===== config.mk =====
export PLATFORM = sky130hd
export DESIGN_NAME = qorb_bank
export DESIGN_NICKNAME = d
export VERILOG_FILES = /design/src/design/qorb_pkg.sv /design/src/design/qorb_word_reg.sv /design/src/design/qorb_bank.sv
export SDC_FILE = /design/constraint.sdc
export NUM_CORES = 1
export LEC_CHECK = 0
export BUFFER_PORTS_ARGS = -buffer_cell sky130_fd_sc_hd__buf_2
export CAP_MARGIN = 20
export CORE_AREA = 10 10 154 120
export CTS_CLUSTER_DIAMETER = 30
export DETAILED_ROUTE_END_ITERATION = 12
export DIE_AREA = 0 0 164 130
export MAX_ROUTING_LAYER = met4
export PLACE_DENSITY = 0.78
export SETUP_SLACK_MARGIN = 0.1
export SLEW_MARGIN = 20
export SYNTH_ARGS = -nofsm -noshare
export SYNTH_HDL_FRONTEND = slang
export SYNTH_SLANG_ARGS = --single-unit

===== constraint.sdc =====
create_clock -name clk_sys -period 1.31 [get_ports clk_sys]
set_input_delay 0.393 -clock clk_sys [delete_from_list [all_inputs] [get_ports clk_sys]]
set_output_delay 0.393 -clock clk_sys [all_outputs]
set_load 0.05 [all_outputs]

===== src/design/qorb_pkg.sv =====
// Constants and carrier types for the four-register output bank.
// Assumes one system clock and an active-low asynchronous reset.
package qorb_pkg;
  localparam int unsigned DATA_W = 32;
  localparam int unsigned NUM_REGS = 4;
  localparam int unsigned ADDR_W = 2;
  // Word offsets of the four registers
  localparam logic [1:0] OFF_REG0 = 2'h0;
  localparam logic [1:0] OFF_REG1 = 2'h1;
  localparam logic [1:0] OFF_REG2 = 2'h2;
  localparam logic [1:0] OFF_REG3 = 2'h3;
  // Reset values
  localparam logic [31:0] RST_OUT = 32'h0000_0000;
  localparam logic [31:0] RST_RDATA = 32'h0000_0000;
  // Timing in cycles
  localparam int unsigned WRITE_WAIT = 0;
  localparam int unsigned READ_WAIT = 1;
  localparam int unsigned READ_LATENCY = 1;

  // Slave request from the master
  typedef struct packed {
    logic [1:0] address;
    logic read;
    logic write;
    logic [31:0] writedata;
  } qorb_req_t;

  // Slave answer to the master
  typedef struct packed {
    logic waitrequest;
    logic readdatavalid;
    logic [31:0] readdata;
  } qorb_rsp_t;
endpackage : qorb_pkg


===== src/design/qorb_word_reg.sv =====
// One 32-bit output register with a load enable.
// Assumes clk_sys and reset_n shared with the bank.
module qorb_word_reg (
  // Clock and reset
  input wire logic clk_sys,
  input wire logic reset_n,
  // Load
  input wire logic load,
  input wire logic [31:0] din,
  // Contents
  output logic [31:0] dout
);
  typedef struct packed {
    logic [31:0] word;
  } qorb_word_state_t;

  qorb_word_state_t st_q;
  qorb_word_state_t st_d;

  always_comb begin
    st_d = st_q;
    if (load) begin
      st_d.word = din;
    end
  end

  always_ff @(posedge clk_sys or negedge reset_n) begin
    if (!reset_n) begin
      st_q.word <= qorb_pkg::RST_OUT;
    end else begin
      st_q <= st_d;
    end
  end

  assign dout = st_q.word;
endmodule : qorb_word_reg


===== src/design/qorb_bank.sv =====
// Four 32-bit output registers behind one memory-mapped slave port.
// Assumes a single master, synchronous inputs and one 50 MHz clock.
// Functional notes
// Four separate output registers, each at its own word address, readable and writable.
// A write loads only the one addressed register; others keep their value.
// Read address bits drive the read multiplexer select directly.
// Read data is an exact copy of the addressed register.
// Mux output is captured into a read data register when read is asserted.
// Writes take no wait state; reads take one wait state.
// Pipelined mode: no wait states, read latency one, one read per cycle.
// Reset clears all registers and read data; registers drive output lines.
module qorb_bank #(
  parameter bit PIPELINED = 1'b0
) (
  // Clock and reset
  input wire logic clk_sys,
  input wire logic reset_n,
  // Slave port
  input wire qorb_pkg::qorb_req_t req,
  output qorb_pkg::qorb_rsp_t rsp,
  // Output lines
  output logic [31:0] out0,
  output logic [31:0] out1,
  output logic [31:0] out2,
  output logic [31:0] out3
);
  // ****************************************
  // State
  // ****************************************
  typedef struct packed {
    logic [31:0] rdata;
    logic rd_pend;
    logic rvalid;
  } qorb_bank_state_t;

  qorb_bank_state_t st_q;
  qorb_bank_state_t st_d;
  logic [3:0] load;
  logic [31:0] regs [4];
  logic [31:0] mux_out;
  logic rd_take;

  // ****************************************
  // Decoder and register file
  // ****************************************
  always_comb begin
    load = 4'h0;
    if (req.write) begin
      load[req.address] = 1'b1;
    end
  end

  for (genvar i = 0; i < 4; i++) begin : g_reg
    qorb_word_reg u_reg (
      .clk_sys(clk_sys),
      .reset_n(reset_n),
      .load(load[i]),
      .din(req.writedata),
      .dout(regs[i])
    );
  end

  assign out0 = regs[0];
  assign out1 = regs[1];
  assign out2 = regs[2];
  assign out3 = regs[3];

  // ****************************************
  // Read path
  // ****************************************
  assign mux_out = regs[req.address];
  // Fixed-wait mode takes a read on its second cycle; pipelined takes it at once
  assign rd_take = req.read && (PIPELINED || st_q.rd_pend);

  always_comb begin
    st_d = st_q;
    st_d.rvalid = 1'b0;
    if (PIPELINED) begin
      st_d.rd_pend = 1'b0;
    end else begin
      st_d.rd_pend = req.read && !st_q.rd_pend;
    end
    if (req.read) begin
      st_d.rdata = mux_out;
    end
    if (rd_take) begin
      st_d.rvalid = 1'b1;
    end
  end

  always_ff @(posedge clk_sys or negedge reset_n) begin
    if (!reset_n) begin
      st_q.rdata <= qorb_pkg::RST_RDATA;
      st_q.rd_pend <= 1'b0;
      st_q.rvalid <= 1'b0;
    end else begin
      st_q <= st_d;
    end
  end

  // Wait asserted only in the first cycle of a fixed-wait read
  assign rsp.waitrequest = !PIPELINED && req.read && !st_q.rd_pend;
  assign rsp.readdatavalid = st_q.rvalid;
  assign rsp.readdata = st_q.rdata;
endmodule : qorb_bank


==> impl_metrics.tcl, run 1 <==
set metrics [dict create \
    worst_r2r_startpoint "g_reg[1].u_reg.dout[3]" \
    worst_r2r_endpoint "rsp[3]" \
    report.power.total_w 0.02155 \
    gp_congestion 0.8371 \
    yosys_register_bits 162 \
    starting_utilization_of_the_core_area_pct 45.63 \
    hold_violations 0 \
    antenna_found_initial 2 \
    tritoncts_sinks 162 \
    synth_area_per_cell_um2 13.52 \
    tritoncts "built" \
    finish.net_count 912 \
    worst-r2r-setup-slack_ps 150 \
    wirelength_mm 25.85 \
    synth-main-ff-cell "sky130_fd_sc_hd__dfrtp_1" \
    finalSetupViolCount 162 \
    core-area_mm2 0.01562 \
    final_max_slew_viol_count 0 \
    synth.cell_area_mm2 0.007124 \
    grt_pass1_wl_mm 37.36 \
    die_h_um 130 \
    synth_top_cell_by_area "sky130_fd_sc_hd__dfrtp_1" \
    worst-slew-pin-transition_ps 464.1 \
    fin_crit_sh_pct 116.3 \
    vias_in_the_first_global_route 6306 \
    synth-async-reset-ratio_pct 100.0 \
    detailroute.via_count 5922 \
    holdCritPathClass "input pin to flop" \
    drt_first_iter_violations 376 \
    detailed_place_hpwl_mm 14.79 \
    postSynthCellCount 527 \
    ff2ff_path_depth 5 \
    final.setup.tns_ps -11770 \
    slew-limit-headroom_pct 69.06 \
    startpoint "st_q[1]" \
    insertion_delay_ps 420 \
    synth_edf_count 0 \
    cts_root_buf "sky130_fd_sc_hd__clkbuf_16" \
    routed_via_density 5.393 \
    gr-usage-met3_pct 6.484 \
    fin_skew_ps 9.237 \
    dieArea_mm2 0.02132 \
    leak_pwr_nw 5.564 \
    synth_cell_type_count 23 \
    p_per_area_mw_per_mm2 1883 \
    timing_worst_setup_path_type "flop to primary output" \
    highest_utilization_routing_layer_at_the_global_route_stage "met2" \
    count_of_fill_cells_added_during_filler_insertion 932 \
    syn-num-nets 565 \
    area_growth_syn_to_layout_pct 60.57 \
    cp_data_required_time_ps 920 \
    critical_path_peak_fanout 2 \
    status "complete, but fails checks" \
    ctsHtreeMaxLevel 4 \
    detail_route.wl_per_cell_um 23.54 \
    groute.usage.overall_pct 23.64 \
    setup_slack_ps -213.7 \
    layout.core_utilization_pct 73.26 \
    crit_arrival_ps 1130 \
    gr-usage-met2_pct 38.01 \
    postRouteAntennaNets 0 \
    cts_max_path_buffers 2 \
    final_cells 1098 \
    unrepaired_setup_endpoints_after_global_routing "yes" \
    synth_seq_area_share_pct 56.90 \
    critical_path.endpoint_type "primary output" \
    final_layout_size_suffix_gt1_share_pct 63.09 \
    yosysWarnings 0 \
    portBuffers 199 \
    ys_top_cells_by_area "sky130_fd_sc_hd__dfrtp_1, sky130_fd_sc_hd__mux2_2, sky130_fd_sc_hd__mux2i_1, sky130_fd_sc_hd__buf_4, sky130_fd_sc_hd__o22ai_1" \
    detail_route.first_pass.iterations 7 \
    yosys.cell_count.top_type "sky130_fd_sc_hd__dfrtp_1" \
    vdd_drop_max_v 0.001320 \
    timing.critical_path.to "rsp[33]" \
    cts.reportedPaths.clkPinSlew_ps 60 \
    grt_max_degree 39 \
    post-synth-top-area-fraction_pct 56.90 \
    drv.max_cap_violation_count 0 \
    final_area_mm2 0.01144 \
    synth.top_cells.by_count "sky130_fd_sc_hd__dfrtp_1, sky130_fd_sc_hd__mux2_2, sky130_fd_sc_hd__buf_4" \
    failing_checks "setup timing" \
    use_met1_pct 27.79 \
    tritoncts.num_buffers 17 \
    rows 40 \
    timing.final.crit_period_ps 1524 \
    maxClockFrequency_mhz 656.3 \
    final_global_route_overflow_total 0 \
    io_pins 200 \
    total_cell_area_at_the_placement_stage_mm2 0.008563 \
    placed_cells 900 \
    floorplan_die_width_um 164 \
    crit_path_start_kind "flop" \
    number_of_design_rule_violations_left_after_detail_routing 0 \
]
==> layer usage <==
metal / up-vias / part of all wire [%] / wire length, um
li1: 2574 / - / -
met1: 2986 / 40 / 10420
met2: 304 / 50 / 12890
met3: 58 / 6.9 / 1793
met4: 0 / 2.9 / 748
met5: - / 0 / 0
==> layout by cell type, fill, tap and decap left out, types with 2 or more instances in the layout <==
master and instances:
sky130_fd_sc_hd__clkbuf_1 2, sky130_fd_sc_hd__buf_4 179, sky130_fd_sc_hd__clkinv_4 2, sky130_fd_sc_hd__a21oi_1 9
sky130_fd_sc_hd__diode_2 2, sky130_fd_sc_hd__a211oi_1 22, sky130_fd_sc_hd__nor3b_1 8, sky130_fd_sc_hd__buf_2 36
sky130_fd_sc_hd__mux2_4 41, sky130_fd_sc_hd__mux2_2 85, sky130_fd_sc_hd__mux2i_1 32, sky130_fd_sc_hd__nand3b_2 2
sky130_fd_sc_hd__dfrtp_1 161, sky130_fd_sc_hd__nor2_1 23, sky130_fd_sc_hd__clkbuf_16 17, sky130_fd_sc_hd__a21o_1 9
sky130_fd_sc_hd__clkinvlp_4 4, sky130_fd_sc_hd__o22ai_1 32, sky130_fd_sc_hd__mux2_1 2, sky130_fd_sc_hd__inv_6 2
sky130_fd_sc_hd__nor2b_4 2, sky130_fd_sc_hd__buf_6 162, sky130_fd_sc_hd__nand2b_1 23, sky130_fd_sc_hd__bufinv_16 3
sky130_fd_sc_hd__buf_12 16
==> logic make-up after synthesis <==
kind of cell | Yosys count | share of synthesized area, %
compound gates | 73 | 6.814
buf+inv | 67 | 6.112
flops | 162 | 56.90
mux | 160 | 24.73
simple gates | 65 | 5.444
==> critical path, cell delays in order (launching register included) <==
cell and delay, ps:
sky130_fd_sc_hd__dfrtp_1 410, sky130_fd_sc_hd__nor2b_4 140, sky130_fd_sc_hd__buf_8 160
==> cell type report <==
class / instances / area, um^2 / share of cell area [%]
Timing Repair Buffer: 395 / 3694 / 32.29
Clock inverter: 11 / 155.1 / 1.356
Multi-Input combinational cell: 298 / 2821 / 24.66
Clock buffer: 20 / 446.7 / 3.905
Antenna cell: 2 / 5.005 / 0.04375
Sequential cell: 162 / 4055 / 35.45
Tap cell: 210 / 262.8 / 2.297
==> report_power, final <==
| part | leakage [nW] | switching [W] | total [W] | internal [W] |
|---|---|---|---|---|
| Sequential | 1.90 | 0.000903 | 0.00687 | 0.00596 |
| Clock | 0.279 | 0.00205 | 0.00511 | 0.00306 |
| Combinational | 3.39 | 0.00542 | 0.00957 | 0.00415 |
| Total | 5.56 | 0.00838 | 0.0215 | 0.0132 |
==> how the worst min path moves through the flow <==
| stage | start | end | slack (ps) | cells after the start |
|---|---|---|---|---|
| 2_1_floorplan | reset_n | g_reg[0].u_reg.dout[0] | 100 | 0 |
| 3_3_place_gp | reset_n | g_reg[1].u_reg.dout[20] | 280 | 1 |
| 3_5_place_dp | reset_n | g_reg[1].u_reg.dout[20] | 280 | 1 |
| 4_1_cts | req[30] | g_reg[3].u_reg.dout[30] | 210 | 2 |
| 5_1_grt | req[5] | g_reg[2].u_reg.dout[5] | 230 | 2 |
| 6_report | req[5] | g_reg[3].u_reg.dout[5] | 230 | 2 |
==> stage by stage <==
stage | setup WS [ps] | hold slack (ps)
after floorplan | -114.1 | 97.41
after detailed placement | -281.1 | 282.0
after global placement | -259.9 | 275.7
final | -213.7 | 232.9
after CTS | -215.7 | 214.4
after global routing | -253.3 | 231.5
==> what timing repair did <==
item / 4_1_cts / 5_1_grt
hold buffers: 1 / 0
endpoints found under the setup margin: 162 / 167
hold endpoints to repair: 20 / 0
pin swaps: 0 / 0
buffers inserted: 116 / 48
gates resized for setup: 324 / 4
==> sequential cells by signal, summed over array words and instances (netlist names) <==
| register | flops |
|---|---|
| rsp | 33 |
| st_q | 1 |
| g.u_reg.dout | 128 |
(Power assumes the default switching activity.)
==> run 2, diff against run 1 <==
RECOVER_POWER = 25   (was unset)
==> run 2 against run 1 <==
The run still ends with setup timing left. Register-to-register slack about the same. Highest routed layer unchanged. Largest cell class unchanged. Clock power about the same. Critical path type unchanged. Setup slack worse by 1.9 ps.
==> impl_metrics.tcl, run 2 (synthesis gave the netlist of run 1 again) <==
set metrics [dict create \
    tritoncts.num_buffers 17 \
    timing.hold.ws_ps 234.0 \
    cts.reportedPaths.clkPinSlew_ps 70 \
    status "complete, but fails checks" \
    largest_register_ff_count 128 \
    drv.max_cap_violation_count 0 \
    io_pins 200 \
    holdCritPathClass "input pin to flop" \
    grt_pass1_wl_mm 37.36 \
    final_max_slew_viol_count 0 \
    whs_path_depth 2 \
    finalSetupViolCount 176 \
    floorplan_die_width_um 164 \
    final_global_route_overflow_total 0 \
    antenna_found_initial 2 \
    unrepaired_setup_endpoints_after_global_routing "yes" \
    critical_path.endpoint_type "primary output" \
    drt_first_iter_violations 376 \
    critical_path_peak_fanout 2 \
    vdd_drop_max_v 0.001319 \
    slew-limit-headroom_pct 47.43 \
    detail_route.first_pass.iterations 7 \
    wirelength_mm 25.87 \
    portBuffers 199 \
    ff2ff_path_depth 5 \
    placed_cells 900 \
    p_per_area_mw_per_mm2 1885 \
    crit_arrival_ps 1130 \
    postRouteAntennaNets 0 \
    detailroute.via_count 5958 \
    fin_skew_ps 9.722 \
    maxClockFrequency_mhz 655.5 \
    insertion_delay_ps 420 \
    final_cells 1098 \
    final_area_mm2 0.01143 \
    leak_pwr_nw 5.562 \
    grt_max_degree 39 \
    number_of_design_rule_violations_left_after_detail_routing 0 \
    setup_slack_ps -215.6 \
    cp_data_required_time_ps 920 \
    finish.net_count 912 \
    area_growth_syn_to_layout_pct 60.49 \
    cts_root_buf "sky130_fd_sc_hd__clkbuf_16" \
    groute.usage.overall_pct 23.64 \
    failing_checks "setup timing" \
    tritoncts_sinks 162 \
    die_h_um 130 \
    count_of_fill_cells_added_during_filler_insertion 933 \
    routed_via_density 5.426 \
    timing_worst_setup_path_type "flop to primary output" \
    ctsHtreeMaxLevel 4 \
    cts_max_path_buffers 2 \
    rows 40 \
    worst-slew-pin-transition_ps 788.6 \
    tritoncts "built" \
    core-area_mm2 0.01562 \
    report.power.total_w 0.02155 \
    fin_crit_sh_pct 116.5 \
    layout_commonest_cell "sky130_fd_sc_hd__buf_4" \
    vias_in_the_first_global_route 6306 \
    detailed_place_hpwl_mm 14.79 \
    final_layout_size_suffix_gt1_share_pct 63.09 \
    hold_violations 0 \
    dieArea_mm2 0.02132 \
    detail_route.wl_per_cell_um 23.56 \
    starting_utilization_of_the_core_area_pct 45.63 \
    final_cell_mix "sky130_fd_sc_hd__buf_4, sky130_fd_sc_hd__dfrtp_1, sky130_fd_sc_hd__buf_6, sky130_fd_sc_hd__mux2_2, sky130_fd_sc_hd__mux2_4" \
    gp_congestion 0.8371 \
    timing.final.crit_period_ps 1526 \
    crit_path_start_kind "flop" \
    total_cell_area_at_the_placement_stage_mm2 0.008563 \
]
## run 2: stage by stage
step / setup TNS, ps / util, % / setup WS (ps)
after floorplan: -4529 / - / -114.1
after global placement: -26660 / 54.84 / -259.9
after detailed placement: -30320 / 54.84 / -281.1
after CTS: -13240 / 70.83 / -215.7
after global routing: -30640 / 73.22 / -253.3
final: -12050 / 73.22 / -215.6
## run 2: layout make-up
class / instances / area [um^2] / share of cell area [%]
Clock inverter: 11 / 155.1 / 1.357
Antenna cell: 2 / 5.005 / 0.04377
Tap cell: 210 / 262.8 / 2.298
Sequential cell: 162 / 4055 / 35.47
Clock buffer: 20 / 446.7 / 3.907
Multi-Input combinational cell: 298 / 2821 / 24.68
Timing Repair Buffer: 395 / 3687 / 32.25
## run 2: report_power, final
part | internal [W] | switching, W | leakage, nW
sequential | 0.00596 | 0.000904 | 1.90
clock | 0.00306 | 0.00205 | 0.279
combinational | 0.00415 | 0.00542 | 3.39
total | 0.0132 | 0.00838 | 5.56
## run 2: critical path, cell delays in order (launching register included)
cell and delay [ps]:
sky130_fd_sc_hd__dfrtp_1 410, sky130_fd_sc_hd__nor2b_4 140, sky130_fd_sc_hd__buf_8 160
## run 2: per-layer routing
| metal | track usage [%] | vias up | wire length, um |
|---|---|---|---|
| met5 | - | - | 0 |
| met4 | 9.649 | 0 | 769 |
| met3 | 6.484 | 64 | 1734 |
| met2 | 38.01 | 308 | 12880 |
| met1 | 27.79 | 3011 | 10480 |
| li1 | - | 2575 | - |
## run 2: worst paths after layout
check | from | to | slack, ps
setup / recovery | st_q[1] | rsp[33] | -220
hold / removal | req[5] | g_reg[3].u_reg.dout[5] | 230
setup reg to reg | g_reg[1].u_reg.dout[3] | rsp[3] | 150
hold reg to reg | g_reg[3].u_reg.dout[22] | g_reg[3].u_reg.dout[22] | 560
max in group asynchronous | reset_n | g_reg[1].u_reg.dout[23] | -20
min in group asynchronous | reset_n | rsp[21] | 620
## run 2: timing repair
item	in CTS	in global routing
hold endpoints to repair	20	0
gates resized for setup	324	4
cloned	0	0
hold buffers	1	0
setup endpoints to repair	162	167
buffers inserted	116	48
==> run 3, diff against run 2 <==
CORE_AREA = 2 2 146 112   (was 10 10 154 120)
DIE_AREA = 0 0 148 114   (was 0 0 164 130)
==> run 3 against run 2 <==
The flow still finishes with violations (setup timing). Sequential cell count unchanged. Final area grew 0.13%. Clock power is 2% lower. Register-to-register slack hardly changed.
==> impl_metrics.tcl, run 3 (synthesis gave the netlist of run 1 again) <==
set metrics [dict create \
    crit_path_start_kind "flop" \
    worst-r2r-setup-slack_ps 140 \
    status "complete, but fails checks" \
    detail_route.first_pass.iterations 4 \
    starting_utilization_of_the_core_area_pct 45.63 \
    number_of_design_rule_violations_left_after_detail_routing 0 \
    cpLargestDelayFamily "flip-flops" \
    p_per_area_mw_per_mm2 1863 \
    grt_max_degree 33 \
    io_pins 200 \
    leak_pwr_nw 5.583 \
    crit_arrival_ps 1120 \
    whs_path_depth 2 \
    dieArea_mm2 0.01687 \
    worst_r2r_startpoint "g_reg[3].u_reg.dout[24]" \
    area_growth_syn_to_layout_pct 60.70 \
    fin_crit_sh_pct 115.2 \
    drt_first_iter_violations 301 \
    final_cell_mix "sky130_fd_sc_hd__buf_4, sky130_fd_sc_hd__buf_6, sky130_fd_sc_hd__dfrtp_1, sky130_fd_sc_hd__mux2_2, sky130_fd_sc_hd__mux2_4" \
    worst-slew-pin-transition_ps 511.7 \
    holdCritPathClass "input pin to flop" \
    count_of_fill_cells_added_during_filler_insertion 940 \
    fin_skew_ps 8.147 \
    vdd_drop_max_v 0.001565 \
    final_layout_size_suffix_gt1_share_pct 62.85 \
    wirelength_mm 23.81 \
    insertion_delay_ps 420 \
    hold_start "req[5]" \
    vias_in_the_first_global_route 6353 \
    detail_route.wl_per_cell_um 21.63 \
    failing_checks "setup timing" \
    maxClockFrequency_mhz 662.8 \
    core-area_mm2 0.01562 \
    cp_data_required_time_ps 920 \
    timing.hold.ws_ps 247.5 \
    layout_commonest_cell "sky130_fd_sc_hd__buf_4" \
    tritoncts.num_buffers 17 \
    multiInputGateArea_mm2 0.002815 \
    routed_via_density 5.420 \
    finish.net_count 917 \
    grt_pass1_wl_mm 35.80 \
    report.power.total_w 0.02133 \
    portBuffers 199 \
    tritoncts "built" \
    slew-limit-headroom_pct 65.88 \
    largest_register_ff_count 128 \
    critical_path.max_stage_delay_ps 400 \
    final_global_route_overflow_total 0 \
    rows 40 \
    tritoncts_sinks 162 \
    hold_violations 0 \
    worst_hold_end "g_reg[3].u_reg.dout[5]" \
    finalSetupViolCount 162 \
    final_max_slew_viol_count 0 \
    ff2ff_path_depth 5 \
    setup_slack_ps -198.7 \
    unrepaired_setup_endpoints_after_global_routing "yes" \
    critical_path_cell_list "nor2b_4, buf_6" \
    antenna_found_initial 0 \
    detailed_place_hpwl_mm 13.49 \
    crit_slowest_cell "sky130_fd_sc_hd__dfrtp_1" \
    timing_worst_setup_path_type "flop to primary output" \
    timing.final.crit_period_ps 1509 \
    drv.max_cap_violation_count 0 \
    layout.area.seq_mm2 0.004054 \
    gp_congestion 0.8819 \
    worst_r2r_endpoint "rsp[24]" \
    die_h_um 114 \
    critical_path.endpoint_type "primary output" \
    groute.usage.overall_pct 28.70 \
    cts_max_path_buffers 2 \
    ctsHtreeMaxLevel 4 \
    floorplan_die_width_um 148 \
    cts_root_buf "sky130_fd_sc_hd__clkbuf_16" \
    detailroute.via_count 5967 \
    cts.reportedPaths.clkPinSlew_ps 60 \
    critical_path_peak_fanout 2 \
    antennaDiodeCount 0 \
    postRouteAntennaNets 0 \
    crit_buf_inv 1 \
]
## run 3: metrics by stage
| step | worst slack, ps | utilization (%) | TNS, ps | std cells | area (um^2) |
|---|---|---|---|---|---|
| 2_1_floorplan | -114.1 | - | -4529 | 527 | 7407 |
| 3_3_place_gp | -308.4 | 55.53 | -36400 | 911 | 8671 |
| 3_5_place_dp | -365.3 | 55.53 | -42000 | 911 | 8671 |
| 4_1_cts | -222.4 | 71.46 | -13090 | 1059 | 11160 |
| 5_1_grt | -243.3 | 73.32 | -16170 | 1101 | 11450 |
| 6_report | -198.7 | 73.32 | -11100 | 1101 | 11450 |
## run 3: cell type report
cell class / instances / area share, %
multi-input cells: 298 / 24.59
clock buffers: 22 / 3.967
clock inverters: 9 / 1.158
flip-flops and latches: 162 / 35.41
well taps: 210 / 2.295
repair buffers: 400 / 32.58
## run 3: worst max-delay path by stage
stage          startpoint                      end  slack, ps  cells past startpoint
6_report          st_q[1]                  rsp[33]       -200                      2
5_1_grt           st_q[1]                  rsp[33]       -240                      2
4_1_cts           st_q[1]                  rsp[33]       -220                      2
3_5_place_dp      req[34]                  rsp[11]       -370                      6
3_3_place_gp      req[34]                   rsp[5]       -310                      5
2_1_floorplan     req[35]  g_reg[0].u_reg.dout[17]       -110                      4
## run 3: per-layer routing
metal  track usage (%)  vias up  share of wire, %
met5                 -        -                 0
met4             8.381        0               1.5
met3             7.000       38               7.2
met2             47.50      280                51
met1             35.35     3081                40
li1                  -     2568                 -
## run 3: where the power goes
part | switching [W] | internal, W
Combinational | 0.00532 | 0.00413
Sequential | 0.000890 | 0.00596
Clock | 0.00199 | 0.00304
## run 3: worst register-to-register path, stage by stage (launching register included)
cell	delay [ps]
sky130_fd_sc_hd__dfrtp_1	410
sky130_fd_sc_hd__buf_4	150
sky130_fd_sc_hd__buf_4	130
sky130_fd_sc_hd__mux2i_2	160
sky130_fd_sc_hd__a21o_1	150
sky130_fd_sc_hd__a21oi_1	60
## run 3: what timing repair did
action / in CTS / in global routing
endpoints found under the hold margin: 23 / 0
gates resized for setup: 326 / 1
endpoints found under the setup margin: 171 / 167
setup buffers: 116 / 42
gates cloned: 0 / 0
hold buffers: 1 / 0
